===== src/tsd_regs.svh =====
/*
 Register offsets, reset values and timing counts of the tuning synthesizer control.
 Assumes a 20 MHz hclk and a word-aligned AHB-Lite register window.
*/
`ifndef TSD_REGS_SVH
`define TSD_REGS_SVH

// ---------------------------------------------------------------
// register map
// ---------------------------------------------------------------
`define TSD_CTRL_OFS 8'h00
`define TSD_STATUS_OFS 8'h04
`define TSD_ISTAT_OFS 8'h08
`define TSD_IMASK_OFS 8'h0C
`define TSD_CTRL_RST 32'h00000001
`define TSD_IMASK_RST 4'h0
`define TSD_CTRL_RUN_BIT 0
`define TSD_ST_LOCK_BIT 31
`define TSD_ST_N_LSB 16
`define TSD_IRQ_LOST_BIT 0
`define TSD_IRQ_WORD_BIT 1
`define TSD_IRQ_BAD_BIT 2
`define TSD_IRQ_GAIN_BIT 3

// ---------------------------------------------------------------
// divider ratios and tuning-word limits
// ---------------------------------------------------------------
`define TSD_DEC_DIV 4'd10
`define TSD_DEC_LAST (`TSD_DEC_DIV - 4'd1)
`define TSD_OCT_DIV 4'd8
`define TSD_OCT_LAST 3'((`TSD_OCT_DIV - 4'd1))
`define TSD_PRE_LO 4'd10
`define TSD_PRE_HI 4'd11
`define TSD_N_TOP 13'd6000
`define TSD_N_MIN 13'd5001
`define TSD_NC_TOP 10'((`TSD_N_TOP / 13'd10))
`define TSD_OUT_DIV 10'd1000
`define TSD_OUT_HALF ((`TSD_OUT_DIV / 10'd2) - 10'd1)
`define TSD_SER_BITS 4'd12
`define TSD_DIGIT_MAX 4'd9

// ---------------------------------------------------------------
// timing
// ---------------------------------------------------------------
`define TSD_CLK_NS 50
`define TSD_CHECK_NS 2000
`define TSD_CHECK_CYC 7'((`TSD_CHECK_NS + `TSD_CLK_NS - 1) / `TSD_CLK_NS)
`define TSD_LOCK_TOL_NS 500
`define TSD_LOCK_TOL_CYC 8'((`TSD_LOCK_TOL_NS / `TSD_CLK_NS))
`define TSD_LOCK_REFS 4

`endif


===== src/tsd_pkg.sv =====
/*
 Types shared by the tuning synthesizer control.
 Assumes nothing beyond a SystemVerilog compiler.
*/
package tsd_pkg;

    typedef logic [31:0] tsd_word_t;

    typedef enum logic [1:0] {
        TSD_SER_IDLE = 2'b01,
        TSD_SER_SHIFT = 2'b10
    } tsd_ser_state_t;

endpackage


===== src/tsd_top.sv =====
/*
 Digital side of the fine-tuning synthesizer: reference dividers, swallow-count
 feedback divider, phase/frequency comparator, lock detector, output divider,
 serial tuning-word receiver and an AHB-Lite register slave with interrupt.
 Assumes all pins are asynchronous to hclk and each toggles below hclk/4.

*/
// The register addresses and the AHB-Lite slave port are this design's own decisions.
`timescale 1ns/100ps
`include "tsd_regs.svh"

module tsd_top #(
    parameter int LOCK_REFS = `TSD_LOCK_REFS
) (
    // clock and reset
    input wire logic hclk,
    input wire logic hresetn,
    // ahb-lite slave
    input wire logic hsel,
    input wire logic [31:0] haddr,
    input wire logic [1:0] htrans,
    input wire logic hwrite,
    input wire logic [2:0] hsize,
    input wire tsd_pkg::tsd_word_t hwdata,
    input wire logic hready,
    output logic hreadyout,
    output logic hresp,
    output tsd_pkg::tsd_word_t hrdata,
    // reference
    input wire logic ref_in,
    output logic ref_out_a,
    output logic ref_out_b,
    // host serial link
    input wire logic ser_clk,
    input wire logic ser_data,
    input wire logic ser_en,
    output logic data_check,
    // loop and interrupt
    input wire logic vco_in,
    output logic pump_up_n,
    output logic pump_down_n,
    output logic lock_detect_n,
    output logic synth_out,
    output logic irq
);
    import tsd_pkg::*;

    localparam int P_REF = 0;
    localparam int P_SCK = 1;
    localparam int P_SDA = 2;
    localparam int P_SEN = 3;
    localparam int P_VCO = 4;

    // ---------------------------------------------------------------
    // pin synchronisers
    // ---------------------------------------------------------------
    logic [4:0] pin_s1, pin_s2, pin_s3, pin_rise, pin_fall;

    always_ff @(posedge hclk or negedge hresetn) begin
        if (!hresetn) begin
            pin_s1 <= 5'h00;
            pin_s2 <= 5'h00;
            pin_s3 <= 5'h00;
        end else begin
            pin_s1 <= {vco_in, ser_en, ser_data, ser_clk, ref_in};
            pin_s2 <= pin_s1;
            pin_s3 <= pin_s2;
        end
    end
    assign pin_rise = pin_s2 & ~pin_s3;
    assign pin_fall = ~pin_s2 & pin_s3;

    // ---------------------------------------------------------------
    // reference chain
    // ---------------------------------------------------------------
    logic [3:0] dec_cnt;
    logic [2:0] oct_cnt;
    logic ref80_tick, ref_tick;

    always_ff @(posedge hclk or negedge hresetn) begin
        if (!hresetn) begin
            ref_out_a <= 1'b0;
            ref_out_b <= 1'b0;
        end else begin
            ref_out_a <= pin_s2[P_REF];
            ref_out_b <= pin_s2[P_REF];
        end
    end

    assign ref80_tick = pin_rise[P_REF] && (dec_cnt == `TSD_DEC_LAST);
    assign ref_tick = ref80_tick && (oct_cnt == `TSD_OCT_LAST);

    always_ff @(posedge hclk or negedge hresetn) begin
        if (!hresetn) begin
            dec_cnt <= 4'h0;
            oct_cnt <= 3'h0;
        end else begin
            if (pin_rise[P_REF]) begin
                dec_cnt <= ref80_tick ? 4'h0 : dec_cnt + 4'h1;
            end
            if (ref80_tick) begin
                oct_cnt <= ref_tick ? 3'h0 : oct_cnt + 3'h1;
            end
        end
    end

    // ---------------------------------------------------------------
    // serial tuning-word receiver
    // ---------------------------------------------------------------
    tsd_ser_state_t ser_state;
    logic [11:0] shift_reg, tune_reg;
    logic [3:0] bit_cnt;
    logic word_end, word_good, word_bad;
    logic [9:0] tens_sum, nc_next, nc_reg;
    logic [3:0] a_next, a_reg;
    logic [12:0] n_next, n_reg;

    assign word_end = (ser_state == TSD_SER_SHIFT) && pin_fall[P_SEN];
    assign word_good = word_end && (bit_cnt == `TSD_SER_BITS)
        && (shift_reg[11:8] <= `TSD_DIGIT_MAX) && (shift_reg[7:4] <= `TSD_DIGIT_MAX)
        && (shift_reg[3:0] <= `TSD_DIGIT_MAX);
    assign word_bad = word_end && !word_good;

    always_ff @(posedge hclk or negedge hresetn) begin
        if (!hresetn) begin
            ser_state <= TSD_SER_IDLE;
            shift_reg <= 12'h000;
            bit_cnt <= 4'h0;
        end else begin
            case (ser_state)
                TSD_SER_IDLE: begin
                    if (pin_rise[P_SEN]) begin
                        ser_state <= TSD_SER_SHIFT;
                        bit_cnt <= 4'h0;
                    end
                end
                TSD_SER_SHIFT: begin
                    if (!pin_s2[P_SEN]) begin
                        ser_state <= TSD_SER_IDLE;
                    end else if (pin_rise[P_SCK]) begin
                        shift_reg <= {shift_reg[10:0], pin_s2[P_SDA]};
                        if (bit_cnt != 4'hF) begin
                            bit_cnt <= bit_cnt + 4'h1;
                        end
                    end
                end
                default: ser_state <= TSD_SER_IDLE;
            endcase
        end
    end

    // ratio from the bcd digits: N = 10*nc + a with a prescaler cycles at /11
    always_comb begin
        tens_sum = 10'(shift_reg[11:8]) * 10'd10 + 10'(shift_reg[7:4]);
        n_next = `TSD_N_TOP - (13'(shift_reg[11:8]) * 13'd100
            + 13'(shift_reg[7:4]) * 13'd10 + 13'(shift_reg[3:0]));
        if (shift_reg[3:0] == 4'h0) begin
            nc_next = `TSD_NC_TOP - tens_sum;
            a_next = 4'h0;
        end else begin
            nc_next = `TSD_NC_TOP - 10'd1 - tens_sum;
            a_next = `TSD_PRE_LO - shift_reg[3:0];
        end
    end

    always_ff @(posedge hclk or negedge hresetn) begin
        if (!hresetn) begin
            tune_reg <= 12'h000;
            n_reg <= `TSD_N_TOP;
            nc_reg <= `TSD_NC_TOP;
            a_reg <= 4'h0;
        end else if (word_good) begin
            tune_reg <= shift_reg;
            n_reg <= n_next;
            nc_reg <= nc_next;
            a_reg <= a_next;
        end
    end

    // data-check pulse long enough for the host to sample
    logic [6:0] chk_cnt;

    always_ff @(posedge hclk or negedge hresetn) begin
        if (!hresetn) begin
            chk_cnt <= 7'h00;
            data_check <= 1'b0;
        end else if (word_good) begin
            chk_cnt <= `TSD_CHECK_CYC - 7'h01;
            data_check <= 1'b1;
        end else if (chk_cnt != 7'h00) begin
            chk_cnt <= chk_cnt - 7'h01;
        end else begin
            data_check <= 1'b0;
        end
    end

    // ---------------------------------------------------------------
    // feedback divider: prescaler plus swallow counter
    // ---------------------------------------------------------------
    logic [3:0] pc_cnt, a_cnt, pc_last;
    logic [9:0] nc_cnt;
    logic presc_tick, fb_tick;

    assign pc_last = (a_cnt != 4'h0) ? `TSD_PRE_HI - 4'h1 : `TSD_PRE_LO - 4'h1;
    assign presc_tick = pin_rise[P_VCO] && (pc_cnt == pc_last);
    assign fb_tick = presc_tick && (nc_cnt == 10'h001);

    always_ff @(posedge hclk or negedge hresetn) begin
        if (!hresetn) begin
            pc_cnt <= 4'h0;
            nc_cnt <= `TSD_NC_TOP;
            a_cnt <= 4'h0;
        end else if (pin_rise[P_VCO]) begin
            pc_cnt <= presc_tick ? 4'h0 : pc_cnt + 4'h1;
            if (fb_tick) begin
                nc_cnt <= nc_reg;
                a_cnt <= a_reg;
            end else if (presc_tick) begin
                nc_cnt <= nc_cnt - 10'h001;
                if (a_cnt != 4'h0) begin
                    a_cnt <= a_cnt - 4'h1;
                end
            end
        end
    end

    // ---------------------------------------------------------------
    // phase/frequency comparator
    // ---------------------------------------------------------------
    logic run, up_set, dn_set;
    tsd_word_t ctrl_reg;

    assign run = ctrl_reg[`TSD_CTRL_RUN_BIT];
    assign up_set = !pump_up_n || ref_tick;
    assign dn_set = !pump_down_n || fb_tick;

    always_ff @(posedge hclk or negedge hresetn) begin
        if (!hresetn) begin
            pump_up_n <= 1'b1;
            pump_down_n <= 1'b1;
        end else if (!run || (up_set && dn_set)) begin
            pump_up_n <= 1'b1;
            pump_down_n <= 1'b1;
        end else begin
            pump_up_n <= !up_set;
            pump_down_n <= !dn_set;
        end
    end

    // ---------------------------------------------------------------
    // lock detector
    // ---------------------------------------------------------------
    logic [7:0] pw_cnt, good_cnt;
    logic lock_reg, wide;

    assign wide = (pw_cnt >= `TSD_LOCK_TOL_CYC);
    assign lock_detect_n = !lock_reg;

    always_ff @(posedge hclk or negedge hresetn) begin
        if (!hresetn) begin
            pw_cnt <= 8'h00;
            good_cnt <= 8'h00;
            lock_reg <= 1'b0;
        end else begin
            if (pump_up_n && pump_down_n) begin
                pw_cnt <= 8'h00;
            end else if (!wide) begin
                pw_cnt <= pw_cnt + 8'h01;
            end
            if (!run || wide) begin
                good_cnt <= 8'h00;
                lock_reg <= 1'b0;
            end else if (ref_tick) begin
                if (good_cnt >= 8'(LOCK_REFS - 1)) begin
                    lock_reg <= 1'b1;
                end else begin
                    good_cnt <= good_cnt + 8'h01;
                end
            end
        end
    end

    // ---------------------------------------------------------------
    // output divider
    // ---------------------------------------------------------------
    logic [9:0] out_cnt;

    always_ff @(posedge hclk or negedge hresetn) begin
        if (!hresetn) begin
            out_cnt <= 10'h000;
            synth_out <= 1'b0;
        end else if (pin_rise[P_VCO]) begin
            out_cnt <= (out_cnt == `TSD_OUT_DIV - 10'h001) ? 10'h000 : out_cnt + 10'h001;
            if (out_cnt == `TSD_OUT_HALF || out_cnt == `TSD_OUT_DIV - 10'h001) begin
                synth_out <= !synth_out;
            end
        end
    end

    // ---------------------------------------------------------------
    // ahb-lite slave and interrupt
    // ---------------------------------------------------------------
    logic ahb_go, wr_q, lock_q;
    logic [7:0] addr_q;
    logic [3:0] istat_reg, imask_reg, ev_set, ev_clr;

    assign ahb_go = hsel && hready && htrans[1];
    assign hreadyout = 1'b1;
    assign hresp = 1'b0;
    assign irq = |(istat_reg & imask_reg);
    assign ev_clr = (wr_q && addr_q == `TSD_ISTAT_OFS) ? hwdata[3:0] : 4'h0;

    always_comb begin
        ev_set = 4'h0;
        ev_set[`TSD_IRQ_LOST_BIT] = lock_q && !lock_reg;
        ev_set[`TSD_IRQ_WORD_BIT] = word_good;
        ev_set[`TSD_IRQ_BAD_BIT] = word_bad;
        ev_set[`TSD_IRQ_GAIN_BIT] = !lock_q && lock_reg;
    end

    always_ff @(posedge hclk or negedge hresetn) begin
        if (!hresetn) begin
            wr_q <= 1'b0;
            addr_q <= 8'h00;
        end else begin
            wr_q <= ahb_go && hwrite;
            addr_q <= haddr[7:0];
        end
    end

    always_ff @(posedge hclk or negedge hresetn) begin
        if (!hresetn) begin
            ctrl_reg <= `TSD_CTRL_RST;
            imask_reg <= `TSD_IMASK_RST;
            istat_reg <= 4'h0;
            lock_q <= 1'b0;
        end else begin
            lock_q <= lock_reg;
            if (wr_q && addr_q == `TSD_CTRL_OFS) begin
                ctrl_reg <= {31'h00000000, hwdata[`TSD_CTRL_RUN_BIT]};
            end
            if (wr_q && addr_q == `TSD_IMASK_OFS) begin
                imask_reg <= hwdata[3:0];
            end
            istat_reg <= (istat_reg & ~ev_clr) | ev_set;
        end
    end

    always_ff @(posedge hclk or negedge hresetn) begin
        if (!hresetn) begin
            hrdata <= 32'h00000000;
        end else if (ahb_go && !hwrite) begin
            case (haddr[7:0])
                `TSD_CTRL_OFS: hrdata <= ctrl_reg;
                `TSD_STATUS_OFS: hrdata <= {lock_reg, 2'h0, n_reg, 4'h0, tune_reg};
                `TSD_ISTAT_OFS: hrdata <= {28'h0000000, istat_reg};
                `TSD_IMASK_OFS: hrdata <= {28'h0000000, imask_reg};
                default: hrdata <= 32'h00000000;
            endcase
        end
    end

    // ---------------------------------------------------------------
    // assertions
    // ---------------------------------------------------------------
    AST_REF_COPY: assert property (@(posedge hclk) disable iff (!hresetn)
        ##1 (ref_out_a == ref_out_b) && (ref_out_a == $past(pin_s2[P_REF])))
        else $error("reference copies differ from reference input");

    AST_DECADE: assert property (@(posedge hclk) disable iff (!hresetn)
        ref80_tick |-> pin_rise[P_REF] && dec_cnt == 4'd9 ##1 dec_cnt == 4'd0)
        else $error("decade divider wrapped at the wrong count");

    AST_REF10: assert property (@(posedge hclk) disable iff (!hresetn)
        ref_tick |-> ref80_tick && oct_cnt == 3'd7 ##1 oct_cnt == 3'd0)
        else $error("comparison reference not every eighth 80 kHz tick");

    AST_PRESC: assert property (@(posedge hclk) disable iff (!hresetn)
        presc_tick |-> pc_cnt == ((a_cnt != 4'h0) ? 4'd10 : 4'd9))
        else $error("prescaler modulus not matched to swallow count");

    AST_NRANGE: assert property (@(posedge hclk) disable iff (!hresetn)
        n_reg >= 13'd5001 && n_reg <= 13'd6000
        && n_reg == 13'(nc_reg) * 13'd10 + 13'(a_reg))
        else $error("division ratio out of range or inconsistent");

    AST_NFORM: assert property (@(posedge hclk) disable iff (!hresetn)
        word_good |=> n_reg == 13'd6000 - (13'($past(shift_reg[11:8])) * 13'd100
        + 13'($past(shift_reg[7:4])) * 13'd10 + 13'($past(shift_reg[3:0]))))
        else $error("ratio not 6000 minus tuning value");

    AST_SHIFT_EN: assert property (@(posedge hclk) disable iff (!hresetn)
        !pin_s2[P_SEN] |=> $stable(bit_cnt) || bit_cnt == 4'h0)
        else $error("bit accepted while enable low");

    AST_MATCH: assert property (@(posedge hclk) disable iff (!hresetn)
        ref_tick && fb_tick && pump_up_n && pump_down_n |=> pump_up_n && pump_down_n)
        else $error("pulse emitted on matched edges");

    AST_UP: assert property (@(posedge hclk) disable iff (!hresetn)
        run && ref_tick && !fb_tick && pump_down_n |=> !pump_up_n && pump_down_n)
        else $error("lagging feedback did not pulse pump-up alone");

    AST_DOWN: assert property (@(posedge hclk) disable iff (!hresetn)
        run && fb_tick && !ref_tick && pump_up_n |=> !pump_down_n && pump_up_n)
        else $error("leading feedback did not pulse pump-down alone");

    AST_EXCL: assert property (@(posedge hclk) disable iff (!hresetn)
        !(!pump_up_n && !pump_down_n))
        else $error("both pump outputs low together");

    AST_OUTDIV: assert property (@(posedge hclk) disable iff (!hresetn)
        synth_out != $past(synth_out) |-> $past(pin_rise[P_VCO])
        && ($past(out_cnt) == 10'd499 || $past(out_cnt) == 10'd999))
        else $error("output toggled off the divide-by-1000 points");

    AST_UNLOCK: assert property (@(posedge hclk) disable iff (!hresetn)
        wide |=> lock_detect_n)
        else $error("lock detect low during wide correction pulse");

    AST_CHECK: assert property (@(posedge hclk) disable iff (!hresetn)
        word_good |=> data_check [*8])
        else $error("data-check pulse missing after good word");

    COV_WORD: cover property (@(posedge hclk) disable iff (!hresetn) word_good);
    COV_BAD: cover property (@(posedge hclk) disable iff (!hresetn) word_bad);
    COV_LOCK: cover property (@(posedge hclk) disable iff (!hresetn) $rose(lock_reg));
    COV_UP: cover property (@(posedge hclk) disable iff (!hresetn) $fell(pump_up_n));
endmodule

===== config.mk =====
export PLATFORM = sky130hd
export DESIGN_NAME = tsd_top
export DESIGN_NICKNAME = d
export VERILOG_FILES = /design/src/tsd_pkg.sv /design/src/tsd_top.sv
export VERILOG_INCLUDE_DIRS = /design/src
export SDC_FILE = /design/constraint.sdc
export NUM_CORES = 1
export LEC_CHECK = 0
export BUFFER_PORTS_ARGS = -buffer_cell sky130_fd_sc_hd__buf_2
export CORE_ASPECT_RATIO = 0.6
export CORE_MARGIN = 8
export CORE_UTILIZATION = 54
export CTS_BUF_LIST = sky130_fd_sc_hd__clkbuf_8
export DETAILED_ROUTE_END_ITERATION = 16
export PLACE_DENSITY_LB_ADDON = 0.05
export REMOVE_ABC_BUFFERS = 1
export SETUP_SLACK_MARGIN = 0.02
export SLEW_MARGIN = 15
export SYNTH_ARGS = -nofsm -noshare
export SYNTH_HDL_FRONTEND = slang
export SYNTH_SLANG_ARGS = --single-unit

===== constraint.sdc =====
create_clock -name hclk -period 3.36 [get_ports hclk]
set_input_delay 0.168 -clock hclk [delete_from_list [all_inputs] [get_ports hclk]]
set_output_delay 0.168 -clock hclk [all_outputs]
set_load 0.005 [all_outputs]

==> out/metrics.yaml <==
fmax_ghz: 0.310
status: "complete, no violations"
cts_root_buffer: "clkbuf_8"
wl_per_cell_um: 15.7
drc: 0
p_leak_nw: 4.97
top_register: "hrdata"
post-synth-top-count-cell: "dfrtp_1"
startpoint_type: "flip-flop"
grt_start_max_net_pins: 90
synth.top_cell.area_share_pct: 44.1
critPathCaptureType: "flip-flop"
viasPerCell: 5.49
core_area_um2: 16300
drv_slew: 0
post-place-ws_ps: 37.9
num_rows: 36
cp-startpoint: "shift_reg[9]"
grt_pass1_wl_um: 32100
syn_area_um2: 9020
largest_reg_flops: 26
crit_required_ps: 3760
rrSetupSlack_ps: 130
cts_tree: "yes"
portBuffers: 56
grt_pass1_vias: 6639
path_class: "flip-flop to flip-flop"
worstSetupEndpoint: "n_reg[12]"
utilization_pct: 62.9
yosys-top-cells-area: "dfrtp_1 44%, ha_1 8.2%, dfstp_2 5.5%"
via_count: 6569
synthFlopType: "dfrtp_1"
antenna_left: 0
wirelength_um: 18800
synth_edf_count: 0
synth_seq_area_share_pct: 49.7
hold_path.class: "input pin to flip-flop"
antenna_cells: 0
cts_buffer_depth: 2
ys_warn_count: 0
slew_headroom_pct: 45.2
die-area_um2: 21200
r2r-start: "shift_reg[9]"
area_growth_pct: 13.8
peakVddDrop_uv: 291
grt_overflow_total: 0
die_w_um: 183
arrival_ps: 3620
dp_hpwl_um: 13400
fin_nets: 1100
synth-seq-cells: 178
h-tree-depth: 4
min_period_over_period_pct: 96.0
async_flop_share_pct: 100
syn_inst: 868
crit_fanout: 3
antenna_found_initial: 0
fin_crit_ps: 3230
grt_usage_pct: 18.5
syn_avg_cell_area_um2: 10.4
clock-sinks: 178
drv_cap: 0
firstDrtPassIters: 5
setup_viol: 0
start_util_pct: 55.3
finalSetupTns_ps: 0
ff2ff_path_depth: 11
pin_count: 121
cts_made_buffers: 17
p_per_area_nw_per_um2: 462
place.gp.congestion: 0.817
final_hold_viol_count: 0
worst_pin_slew_ps: 811
synth.largest_area_cell: "dfrtp_1"
holdPathStages: 5
fin_ws_ps: 134
finClkSkew_ps: 9.88
fp.dieH_um: 116
drive_gt1_share_pct: 17.9
ys_types: 70
path_clk_slew_ps: 100
drtIter0Drc: 439
ys_top_cells_by_count: "159 x dfrtp_1, 111 x nand2_1, 63 x o21ai_0"
worstSkewPairLatency_ps: 450
reg2reg_to: "n_reg[12]"
## what timing repair did
item | in CTS | in global routing
hold endpoints to repair | 98 | 0
resized for setup | 2 | 10
endpoints found under the setup margin | 2 | 4
hold buffers | 20 | 0
setup buffers | 0 | 1
pin swaps | 0 | 3
## logic make-up (layout without fill, tap and decap cells)
group                    after synthesis  count (layout)  share of synthesized area (%)
AO/OA/AOI/OAI                        193             193                           14.0
flip-flops                           178             178                           49.7
buffers and inverters                 98             192                           4.68
other                                  2               8                         0.0833
AND/OR/NAND/NOR                      269             269                           15.0
XOR/XNOR                              40              40                           4.04
multiplexers                          22              22                           2.80
adder cells (fa/ha/maj)               66              66                           9.74
## per-stage QoR
step	power [mW]	cell area [um2]	hold WS [ps]	cells
2_1_floorplan	3.04	8850	-128	837
3_3_place_gp	3.23	9600	276	1143
3_5_place_dp	3.28	9600	277	1143
4_1_cts	4.78	10200	312	1195
5_1_grt	5.01	10300	323	1196
6_report	4.73	10300	342	1196
## cells in the final DEF, fill, tap and decap left out, types with 16 or more instances in the layout
| master | instances |
|---|---|
| dfrtp_1 | 158 |
| nand2_1 | 111 |
| o21ai_0 | 63 |
| inv_1 | 62 |
| ha_1 | 57 |
| buf_2 | 55 |
| nor2_1 | 41 |
| a21oi_1 | 36 |
| a22o_1 | 26 |
| buf_4 | 22 |
| xor2_1 | 20 |
| dlygate4sd3_1 | 20 |
| xnor2_1 | 19 |
| dfstp_2 | 19 |
| clkbuf_8 | 18 |
| nor3_1 | 17 |
| nand3_1 | 16 |
| mux2_2 | 16 |
## cell type report
class / count / area [um2]
sequential: 178 / 4480
inverter: 61 / 229
clock buffer: 18 / 248
fill: 1340 / 6050
multi-input combinational: 598 / 4200
timing repair buffer: 99 / 672
clock inverter: 14 / 146
tap: 228 / 285
## critical path: stages, from the launching register on
cell and delay (ps):
dfrtp_2 430, buf_4 150, buf_4 150, fa_1 490
inv_1 40, ha_1 280, ha_1 330, o21a_1 140
o211ai_1 380, a211oi_2 160, or4_4 510, o21a_1 120
## power breakdown
group / leakage (nW) / switching, mW / internal, mW / total, mW
Combinational: 2.44 / 0.450 / 0.329 / 0.780
Clock: 0.206 / 0.827 / 0.634 / 1.46
Sequential: 2.33 / 0.181 / 2.31 / 2.49
## metal layers
layer | vias to the layer above | part of all wire (%) | global-route usage [%] | routed length, um
met5 | - | 0 | 0 | 0
met4 | 0 | 0.89 | 4.58 | 168
met3 | 14 | 4.4 | 4.19 | 819
met2 | 136 | 43 | 28.3 | 8150
met1 | 3243 | 51 | 26.3 | 9670
li1 | 3176 | - | - | -
## how the worst min path moves through the flow
stage / slack, ps / start / to
CTS: 310 / htrans[1] / hrdata[3]
floorplan: -130 / hresetn / a_cnt[0]
global route: 320 / ser_data / pin_s1[2]
global placement: 280 / ref_in / pin_s1[0]
finish: 340 / htrans[1] / hrdata[0]
detailed placement: 280 / ser_clk / pin_s1[1]
Power figures use the tool's default switching activity.
